$ cat src/cscr_map.vh
`ifndef CSCR_MAP_VH
`define CSCR_MAP_VH
// register indices (byte address = 4 * index)
`define CSCR_IDX_OSC_CTRL2      8'he2
`define CSCR_IDX_MAIN_TRIM      8'he8
`define CSCR_IDX_LOW_TRIM       8'he9
`define CSCR_IDX_CUR_TRIM       8'hef
`define CSCR_IDX_SYS_STAT1      8'hfe
// system_status_control_one fields
`define CSCR_BIT_REBOOT_REPEAT  7
`define CSCR_BIT_SLOW_MAIN      4
`define CSCR_BIT_FLAG_WRITTEN   3
`define CSCR_BIT_CRYSTAL_FLAG   2
`define CSCR_BIT_RAM_INIT_DIS   0
// oscillator_control_two fields
`define CSCR_BIT_PLL_LOW_GAIN   7
`define CSCR_BIT_SLEEP_EXTEND   4
`define CSCR_BIT_TIMER_SRC      3
`define CSCR_BIT_EXT_CLK_EN     2
`define CSCR_BIT_RSVD           1
`define CSCR_BIT_DOUBLER_DIS    0
// writable masks
`define CSCR_MASK_OSC_CTRL2     8'h9d
`define CSCR_MASK_CUR_TRIM      8'h03
`define CSCR_MASK_LOW_TRIM      8'h3f
// reset values
`define CSCR_RST_OSC_CTRL2      8'h00
`define CSCR_RST_MAIN_TRIM      8'h00
`define CSCR_RST_LOW_TRIM       8'h00
`define CSCR_RST_CUR_TRIM       8'h00
// AXI responses
`define CSCR_RESP_OKAY          2'b00
`define CSCR_RESP_SLVERR        2'b10
`endif

$ cat src/cscr_clock_source_regs.v
`timescale 1ns/1ps
`include "cscr_map.vh"

// What this block does
// - flag-written status bit reads one after write
// - rstn clears flag-written status bit, watchdog reset does not
// - crystal flag accepts one write per rstn reset
// - flag zero blocks switch to crystal
// - flag one lets firmware switch once the crystal is settled
// - status bit shows boot ran more once
// - ram-init-disable zero: watchdog clears maximum SRAM
// - ram-init-disable one: watchdog clears minimum SRAM
// - slow select drops main oscillator to low
// - system clock follows main oscillator unless external
// - pll gain bit set means low gain
// - sleep-extend bit enables long sleep intervals
// - timer source picks crystal or low-speed oscillator
// - external enable makes external clock the source
// - doubler-disable bit stops double-rate clock
// - larger main trim raises oscillator frequency
// - boot loads factory high-supply trim value
// - current trim: 00 largest, 11 smallest current
// - bias trim inverts upper bit internally
// - frequency trim inverts its top bit internally
module cscr_clock_source_regs #(
    parameter [7:0] FACTORY_MAIN_TRIM = 8'h80,
    parameter [7:0] FACTORY_LOW_TRIM  = 8'h00
) (
    input  wire        core_clk,
    input  wire        rstn,
    // AXI4-Lite slave
    input  wire [11:0] s_axi_awaddr,
    input  wire        s_axi_awvalid,
    output reg         s_axi_awready,
    input  wire [31:0] s_axi_wdata,
    input  wire [3:0]  s_axi_wstrb,
    input  wire        s_axi_wvalid,
    output reg         s_axi_wready,
    output reg  [1:0]  s_axi_bresp,
    output reg         s_axi_bvalid,
    input  wire        s_axi_bready,
    input  wire [11:0] s_axi_araddr,
    input  wire        s_axi_arvalid,
    output reg         s_axi_arready,
    output reg  [31:0] s_axi_rdata,
    output reg  [1:0]  s_axi_rresp,
    output reg         s_axi_rvalid,
    input  wire        s_axi_rready,
    // boot sequencer and reset sources
    input  wire        bootLoadTrim,
    input  wire        bootRoutineRun,
    input  wire        watchdogReset,
    input  wire        crystalSettled,
    input  wire        crystalRequest,
    // controls to oscillators and clock tree
    output reg         slowMainOscSelect,
    output reg         pllLowGain,
    output reg         sleepIntervalExtend,
    output reg         timerSourceSelect,
    output reg         externalClockEnable,
    output reg         doublerDisable,
    output reg  [7:0]  mainOscTrim,
    output reg  [1:0]  currentTuneField,
    output reg  [1:0]  lowBiasTrim,
    output reg  [3:0]  lowFreqTrim,
    output reg         lowSpeedUsesCrystal,
    output reg         timerClockUsesCrystal,
    output reg         systemClockFromMain,
    output reg         sramInitMaximum,
    output reg         sramInitMinimum,
    output reg         sramInitStart
);

    localparam [2:0] ST_IDLE  = 3'b001;
    localparam [2:0] ST_WRITE = 3'b010;
    localparam [2:0] ST_RESP  = 3'b100;

    reg  [2:0]  wrState;
    reg  [9:0]  wrIndex;
    reg  [7:0]  wrData;
    reg         wrLaneOk;
    reg         haveAddr;
    reg         haveData;
    reg  [7:0]  oscCtrl2;
    reg  [7:0]  lowTrimRaw;
    reg         crystalPresentFlag;
    reg         crystalFlagWritten;
    reg         rebootRepeatStatus;
    reg         bootSeen;
    reg         ramInitDisable;
    reg  [2:0]  wdSync;
    reg  [2:0]  bootSync;
    reg  [7:0]  sysStat1;
    reg  [7:0]  readByte;
    reg         readHit;
    wire [9:0]  rdIndex;
    reg         wdLevel;
    reg         bootLevel;
    reg         next_crystalPresentFlag;
    reg         next_crystalFlagWritten;
    wire        wdAgree;
    wire        bootAgree;
    wire        wdRise;
    wire        bootRise;
    wire        wrCommit;
    wire        statusWrite;

    assign rdIndex   = s_axi_araddr[11:2];
    // a level change counts only once the second and third stages agree
    assign wdAgree   = ~(wdSync[2] ^ wdSync[1]);
    assign bootAgree = ~(bootSync[2] ^ bootSync[1]);
    // one-cycle rise of the filtered level; idle level is low, so no edge after reset
    assign wdRise    = wdAgree & wdSync[2] & ~wdLevel;
    assign bootRise  = bootAgree & bootSync[2] & ~bootLevel;
    // a write lands in the cycle after both halves are taken
    assign wrCommit    = (wrState == ST_WRITE) && wrLaneOk;
    assign statusWrite = wrCommit &&
                         (wrIndex == {2'b00, `CSCR_IDX_SYS_STAT1});

    // status register image
    always @* begin
        sysStat1 = 8'h00;
        sysStat1[`CSCR_BIT_REBOOT_REPEAT] = rebootRepeatStatus;
        sysStat1[`CSCR_BIT_SLOW_MAIN]     = slowMainOscSelect;
        sysStat1[`CSCR_BIT_FLAG_WRITTEN]  = crystalFlagWritten;
        sysStat1[`CSCR_BIT_CRYSTAL_FLAG]  = crystalPresentFlag;
        sysStat1[`CSCR_BIT_RAM_INIT_DIS]  = ramInitDisable;
    end

    // read decode
    always @* begin
        readByte = 8'h00;
        readHit  = 1'b1;
        case (rdIndex)
            {2'b00, `CSCR_IDX_OSC_CTRL2}: readByte = oscCtrl2;
            {2'b00, `CSCR_IDX_MAIN_TRIM}: readByte = mainOscTrim;
            {2'b00, `CSCR_IDX_LOW_TRIM}:  readByte = lowTrimRaw;
            {2'b00, `CSCR_IDX_CUR_TRIM}:  readByte = {6'h00, currentTuneField};
            {2'b00, `CSCR_IDX_SYS_STAT1}: readByte = sysStat1;
            default:                      readHit  = 1'b0;
        endcase
    end

    // input synchronisers for pin-level events
    always @(posedge core_clk or negedge rstn) begin
        if (!rstn) begin
            wdSync    <= 3'b000;
            bootSync  <= 3'b000;
            wdLevel   <= 1'b0;
            bootLevel <= 1'b0;
        end else begin
            wdSync    <= {wdSync[1:0], watchdogReset};
            bootSync  <= {bootSync[1:0], bootRoutineRun};
            // filtered levels follow only agreeing stages, a glitch is dropped
            wdLevel   <= wdAgree ? wdSync[2] : wdLevel;
            bootLevel <= bootAgree ? bootSync[2] : bootLevel;
        end
    end

    // write channel: address and data in either order, then response
    always @(posedge core_clk or negedge rstn) begin
        if (!rstn) begin
            wrState       <= ST_IDLE;
            wrIndex       <= 10'h000;
            wrData        <= 8'h00;
            wrLaneOk      <= 1'b0;
            haveAddr      <= 1'b0;
            haveData      <= 1'b0;
            s_axi_awready <= 1'b0;
            s_axi_wready  <= 1'b0;
            s_axi_bvalid  <= 1'b0;
            s_axi_bresp   <= `CSCR_RESP_OKAY;
        end else begin
            case (wrState)
                ST_IDLE: begin
                    s_axi_awready <= ~haveAddr & ~(s_axi_awvalid & s_axi_awready);
                    s_axi_wready  <= ~haveData & ~(s_axi_wvalid & s_axi_wready);
                    if (s_axi_awvalid && s_axi_awready) begin
                        wrIndex  <= s_axi_awaddr[11:2];
                        haveAddr <= 1'b1;
                    end
                    if (s_axi_wvalid && s_axi_wready) begin
                        wrData   <= s_axi_wdata[7:0];
                        wrLaneOk <= s_axi_wstrb[0];
                        haveData <= 1'b1;
                    end
                    if ((haveAddr || (s_axi_awvalid && s_axi_awready)) &&
                        (haveData || (s_axi_wvalid && s_axi_wready))) begin
                        s_axi_awready <= 1'b0;
                        s_axi_wready  <= 1'b0;
                        wrState       <= ST_WRITE;
                    end
                end
                ST_WRITE: begin
                    haveAddr     <= 1'b0;
                    haveData     <= 1'b0;
                    s_axi_bvalid <= 1'b1;
                    s_axi_bresp  <= wrHit(wrIndex) ? `CSCR_RESP_OKAY : `CSCR_RESP_SLVERR;
                    wrState      <= ST_RESP;
                end
                ST_RESP: begin
                    if (s_axi_bready) begin
                        s_axi_bvalid <= 1'b0;
                        wrState      <= ST_IDLE;
                    end
                end
                default: wrState <= ST_IDLE;
            endcase
        end
    end

    // mapped-address check for writes
    function wrHit;
        input [9:0] idx;
        begin
            wrHit = (idx == {2'b00, `CSCR_IDX_OSC_CTRL2}) ||
                    (idx == {2'b00, `CSCR_IDX_MAIN_TRIM}) ||
                    (idx == {2'b00, `CSCR_IDX_LOW_TRIM})  ||
                    (idx == {2'b00, `CSCR_IDX_CUR_TRIM})  ||
                    (idx == {2'b00, `CSCR_IDX_SYS_STAT1});
        end
    endfunction

    // register file updates; boot trim load wins over a software write
    always @(posedge core_clk or negedge rstn) begin
        if (!rstn) begin
            oscCtrl2           <= `CSCR_RST_OSC_CTRL2;
            mainOscTrim        <= `CSCR_RST_MAIN_TRIM;
            lowTrimRaw         <= `CSCR_RST_LOW_TRIM;
            currentTuneField   <= 2'b00;
            slowMainOscSelect  <= 1'b0;
            ramInitDisable     <= 1'b0;
        end else begin
            if (wrCommit) begin
                case (wrIndex)
                    {2'b00, `CSCR_IDX_OSC_CTRL2}:
                        oscCtrl2 <= wrData & `CSCR_MASK_OSC_CTRL2;
                    {2'b00, `CSCR_IDX_MAIN_TRIM}:
                        mainOscTrim <= wrData;
                    {2'b00, `CSCR_IDX_LOW_TRIM}:
                        lowTrimRaw <= wrData & `CSCR_MASK_LOW_TRIM;
                    {2'b00, `CSCR_IDX_CUR_TRIM}:
                        currentTuneField <= wrData[1:0];
                    {2'b00, `CSCR_IDX_SYS_STAT1}: begin
                        // slow select and ram-init-disable stay writable
                        slowMainOscSelect <= wrData[`CSCR_BIT_SLOW_MAIN];
                        ramInitDisable    <= wrData[`CSCR_BIT_RAM_INIT_DIS];
                    end
                    default: ;
                endcase
            end
            if (bootLoadTrim) begin
                mainOscTrim <= FACTORY_MAIN_TRIM;
                lowTrimRaw  <= FACTORY_LOW_TRIM & `CSCR_MASK_LOW_TRIM;
            end
        end
    end

    // crystal flag takes the first status write after reset, then locks
    always @* begin
        next_crystalPresentFlag = crystalPresentFlag;
        next_crystalFlagWritten = crystalFlagWritten;
        if (statusWrite && !crystalFlagWritten) begin
            next_crystalPresentFlag = wrData[`CSCR_BIT_CRYSTAL_FLAG];
            next_crystalFlagWritten = 1'b1;
        end
    end

    // lock state, cleared by rstn but not by a watchdog reset
    always @(posedge core_clk or negedge rstn) begin
        if (!rstn) begin
            crystalPresentFlag <= 1'b0;
            crystalFlagWritten <= 1'b0;
        end else begin
            crystalPresentFlag <= next_crystalPresentFlag;
            crystalFlagWritten <= next_crystalFlagWritten;
        end
    end

    // boot routine counting: second run sets the repeat status
    always @(posedge core_clk or negedge rstn) begin
        if (!rstn) begin
            bootSeen           <= 1'b0;
            rebootRepeatStatus <= 1'b0;
        end else if (bootRise) begin
            bootSeen <= 1'b1;
            if (bootSeen) begin
                rebootRepeatStatus <= 1'b1;
            end
        end
    end

    // read channel, answer one cycle after address taken
    always @(posedge core_clk or negedge rstn) begin
        if (!rstn) begin
            s_axi_arready <= 1'b0;
            s_axi_rvalid  <= 1'b0;
            s_axi_rdata   <= 32'h00000000;
            s_axi_rresp   <= `CSCR_RESP_OKAY;
        end else begin
            if (s_axi_rvalid) begin
                if (s_axi_rready) begin
                    s_axi_rvalid <= 1'b0;
                end
                s_axi_arready <= 1'b0;
            end else if (s_axi_arvalid && s_axi_arready) begin
                s_axi_arready <= 1'b0;
                s_axi_rvalid  <= 1'b1;
                s_axi_rdata   <= {24'h000000, readByte};
                s_axi_rresp   <= readHit ? `CSCR_RESP_OKAY : `CSCR_RESP_SLVERR;
            end else begin
                s_axi_arready <= 1'b1;
            end
        end
    end

    // oscillator and clock-tree controls, one cycle behind the register
    always @(posedge core_clk or negedge rstn) begin
        if (!rstn) begin
            pllLowGain          <= 1'b0;
            sleepIntervalExtend <= 1'b0;
            timerSourceSelect   <= 1'b0;
            externalClockEnable <= 1'b0;
            doublerDisable      <= 1'b0;
            systemClockFromMain <= 1'b1;
        end else begin
            pllLowGain          <= oscCtrl2[`CSCR_BIT_PLL_LOW_GAIN];
            sleepIntervalExtend <= oscCtrl2[`CSCR_BIT_SLEEP_EXTEND];
            timerSourceSelect   <= oscCtrl2[`CSCR_BIT_TIMER_SRC];
            externalClockEnable <= oscCtrl2[`CSCR_BIT_EXT_CLK_EN];
            doublerDisable      <= oscCtrl2[`CSCR_BIT_DOUBLER_DIS];
            systemClockFromMain <= ~oscCtrl2[`CSCR_BIT_EXT_CLK_EN];
        end
    end

    // low-speed trim fields leave with their top bits inverted
    always @(posedge core_clk or negedge rstn) begin
        if (!rstn) begin
            lowBiasTrim <= 2'b00;
            lowFreqTrim <= 4'h0;
        end else begin
            lowBiasTrim <= {~lowTrimRaw[5], lowTrimRaw[4]};
            lowFreqTrim <= {~lowTrimRaw[3], lowTrimRaw[2:0]};
        end
    end

    // crystal use only with the flag set and the crystal settled
    always @(posedge core_clk or negedge rstn) begin
        if (!rstn) begin
            lowSpeedUsesCrystal   <= 1'b0;
            timerClockUsesCrystal <= 1'b0;
        end else begin
            lowSpeedUsesCrystal   <= crystalPresentFlag & crystalRequest &
                                     crystalSettled;
            timerClockUsesCrystal <= crystalPresentFlag & crystalSettled &
                                     oscCtrl2[`CSCR_BIT_TIMER_SRC];
        end
    end

    // sram clear amount, start pulse on a filtered watchdog edge
    always @(posedge core_clk or negedge rstn) begin
        if (!rstn) begin
            sramInitMaximum <= 1'b1;
            sramInitMinimum <= 1'b0;
            sramInitStart   <= 1'b0;
        end else begin
            sramInitMaximum <= ~ramInitDisable;
            sramInitMinimum <= ramInitDisable;
            sramInitStart   <= wdRise;
        end
    end

endmodule // cscr_clock_source_regs

$ cat config.mk
export PLATFORM = sky130hd
export DESIGN_NAME = cscr_clock_source_regs
export DESIGN_NICKNAME = d
export VERILOG_FILES = /design/src/cscr_clock_source_regs.v
export VERILOG_INCLUDE_DIRS = /design/src
export SDC_FILE = /design/constraint.sdc
export NUM_CORES = 1
export LEC_CHECK = 0
export CELL_PAD_IN_SITES_DETAIL_PLACEMENT = 1
export CELL_PAD_IN_SITES_GLOBAL_PLACEMENT = 1
export CORE_ASPECT_RATIO = 0.5
export CORE_MARGIN = 2
export CORE_UTILIZATION = 52
export CTS_CLUSTER_DIAMETER = 30
export CTS_CLUSTER_SIZE = 28
export DETAILED_ROUTE_END_ITERATION = 10
export DONT_BUFFER_PORTS = 1
export PLACE_DENSITY = 0.88
export SLEW_MARGIN = 25
export SYNTH_ARGS = -nofsm -noshare
export SYNTH_HDL_FRONTEND = slang
export SYNTH_SLANG_ARGS = --single-unit
$ cat constraint.sdc
create_clock -name core_clk -period 4.86 [get_ports core_clk]
set_input_delay 1.215 -clock core_clk [delete_from_list [all_inputs] [get_ports core_clk]]
set_output_delay 1.215 -clock core_clk [all_outputs]
set_load 0.02 [all_outputs]
==> metrics.txt <==
run status completed; Worst Path Arrival 2.63 ns; Via density 5.731; Slew Limit Fails 0; TritonCTS buffer count 9; number of I/O pins 141; clk sink count 91; share of the synthesized area in the top cell type 0.5605; Area Growth Syn to Fin 7.293%; fin cells 424; Syn Inst Count 325; leakage power 1.985 nW; synthesized cell area 3929 µm²; Critical Path Source Type primary input; HP Class flip-flop to flip-flop; Hold Startpoint bootSync[0]$_DFF_PN0_; row cnt 22; Core Region 7322 µm²; Resize count post-CTS 0; RSZ-0062 raised after global routing no; chip width 126.9 µm; initial antenna violation count 1; Hold Path Cell Cnt 0; R2R Path End crystalPresentFlag$_DFFE_PN0P_; Initial Util 0.5366; Routability Congestion 0.7595; setup tns final 0 ns; Cell Chain, Critical Path or3_1, nor3_1, a22oi_1, a21oi_1; count of cell types in the netlist 49; Slew HR 0.5118; H-tree depth 3; CP max stage delay 0.62 ns; CTS tree yes; R2R Setup Slk 2.74 ns; Die Height 65.47 µm; pre-CTS WS 2.209 ns; FF+latch count, synth 91; Crit. End Element flip-flop; number of global-route vias before repair 2647; Req. time, crit path 5.12 ns; dpl hpwl 6.163 mm; Die Footprint 8309 µm²; Reg2Reg Depth 4; dominant delay contributor by cell family on the critical path simple AND/OR/NAND/NOR gates; Synth async-reset ratio 1.000; WHS 0.3478 ns; ranking of synthesized cells by area dfrtp_1, mux2_2, buf_4; Most used DFF post-synth dfrtp_1; final setup fails 0; gr busiest metal met2; Critical path buffers and inverters 0; slowest library cell on the worst path nor3_1; final hold violations 0; yosys synthesis warning count 0; CTS Hold Bufs 0; GR Util met1 0.2761; post-synth top area cell dfrtp_1; WP depth 4; CTS root buffer clkbuf_16; Port Buffers 0; ANT nets after route 0; drt drc 0; final instance area 4215 µm²; M2 GR Usage 0.3911; Final Critical Period 2.367 ns; syn avg cell area 12.09 µm²; Seq/Total Area, Yosys 0.5806; Filler cells 766; ant diodes 0; CP Max Fanout 8; Post-synth EDFFs 0; Nets 397; drt first-iter violations 129; 1st-pass router iterations 4; clock slew at reported path FFs 0.06 ns; Tot GR Track Use 0.2321; post-CTS setup buffers 0; DR WL/cell 20.65 µm; via count 2430; fmax 0.4225 GHz; clk_skew 0.007863 ns; met3 GRT Util 0.08469; placed cell area 3895 µm²; Max IR drop VDD 297.9 µV; maxcap violations 0; post-route setup slack 2.493 ns; kind of critical path primary input to flip-flop; Cells after DPL 408; first-pass GRT wire length 14.36 mm; worst r2r src wrIndex[0]$_DFFE_PN0P_; layout cells sized above 1 0.1768; Hold Path End bootSync[1]$_DFF_PN0_; power per cell area 538.6 nW/µm²; global route overflow 0; Worst-Skew Late Latency 0.34 ns; Max Root-Sink Buffers 2; Final Cycle Share 0.4870; largest net degree at the start of global routing 92; Final Routed Wirelength 8.756 mm; Worst Tran Pin Value 0.7268 ns
-- metrics by stage --
step | utilization | total power [mW]
floorplan | - | 1.441
global placement | 0.5320 | 1.484
detailed placement | 0.5320 | 1.538
CTS | 0.5757 | 2.289
global route | 0.5757 | 2.398
finish | 0.5757 | 2.270
-- per-layer routing --
layer | routed length, µm | share of wire | vias up
met1 | 3632 | 0.41 | 1232
met5 | 11 | 0.0013 | -
met2 | 4306 | 0.49 | 91
li1 | - | - | 1083
met4 | 198 | 0.023 | 2
met3 | 607 | 0.069 | 22
-- placed cells by master, fill, tap and decap left out, types with 2 or more instances in the layout --
master     Yosys  routed
nor2_1        39      39
mux2_2        27      27
mux2i_1       14      14
dfstp_2        3       3
and4b_1        2       2
and4_1         2       2
nor3b_1        6       6
nand2_1       10      10
and3_1         6       6
dfrtp_1       88      88
nor3_1         3       3
clkbuf_1       8       2
ha_1           2       2
bufinv_16      0       2
clkbuf_16      0       9
nand3b_1       4       4
inv_1          8       8
a21oi_1       15      15
conb_1         1      26
or3_1          2       2
o21ai_0        6       6
nand3_1        8       8
a22oi_1        3       3
a31oi_1        6       6
nand4_1        3       3
mux2_4         7       7
-- logic make-up (layout without fill, tap and decap cells) --
| logic type | Yosys count | after routing | share of synthesized area |
|---|---|---|---|
| AO/OA/AOI/OAI | 36 | 36 | 0.05478 |
| XOR/XNOR | 2 | 2 | 0.004459 |
| adder cells (fa/ha/maj) | 2 | 2 | 0.006368 |
| buffers and inverters | 46 | 24 | 0.07070 |
| flip-flops | 91 | 91 | 0.5806 |
| multiplexers | 48 | 48 | 0.1398 |
| other | 1 | 26 | 0.0009545 |
| AND/OR/NAND/NOR | 99 | 99 | 0.1424 |
-- state kept, by name, summed over array words and instances, names as in the netlist, 2 cells and up --
signal            count
mainOscTrim           8
lowTrimRaw            6
lowFreqTrim           4
wrState               3
wrIndex              10
oscCtrl2              5
wrData                8
lowBiasTrim           2
currentTuneField      2
s_axi_rdata           8
wdSync                3
bootSync              3
-- power by group --
| part | total, mW | switching (mW) | internal, mW |
|---|---|---|---|
| combinational | 0.360 | 0.180 | 0.179 |
| sequential | 1.17 | 0.247 | 0.920 |
| clock | 0.744 | 0.279 | 0.465 |
-- area by class of cell --
| type | instances | area [µm²] | area share |
|---|---|---|---|
| Clock buffer | 12 | 246.5 | 0.05847 |
| Clock inverter | 4 | 73.82 | 0.01751 |
| Inverter | 8 | 30.03 | 0.007124 |
| Multi-Input combinational cell | 213 | 1464 | 0.3473 |
| Sequential cell | 91 | 2281 | 0.5411 |
| Tap cell | 96 | 120.1 | 0.02850 |
-- worst max path at each step --
stage                    startpoint                    endpoint
global route        s_axi_araddr[2]  s_axi_rdata[2]$_DFFE_PN0P_
global placement    s_axi_araddr[2]  s_axi_rdata[2]$_DFFE_PN0P_
detailed placement  s_axi_araddr[2]  s_axi_rdata[3]$_DFFE_PN0P_
finish              s_axi_araddr[2]  s_axi_rdata[2]$_DFFE_PN0P_
floorplan           s_axi_araddr[2]  s_axi_rresp[1]$_DFFE_PN0P_
CTS                 s_axi_araddr[2]  s_axi_rdata[2]$_DFFE_PN0P_
-- Yosys cell counts (2+ instances only) --
cell type and instances:
mux2i_1 14, nand3_1 8, or3_1 2, nor2_1 39, buf_2 2, nand3b_1 4
mux2_2 27, nand2_1 10, o21ai_0 6, mux2_4 7, and4b_1 2, dfrtp_1 88
a21oi_1 15, and3_1 6, inv_1 8, and4_1 2, a31oi_1 6, ha_1 2
nor3b_1 6, dfstp_2 3, buf_4 27, nor3_1 3, a22oi_1 3, nand4_1 3
clkbuf_1 8
-- worst register-to-register path, delay by kind of cell (launching register included) --
kind | cells | cell delay (ns)
mux | 1 | 0.35
flops | 1 | 0.44
simple gates | 3 | 1.21
(Power assumes the default switching activity.)
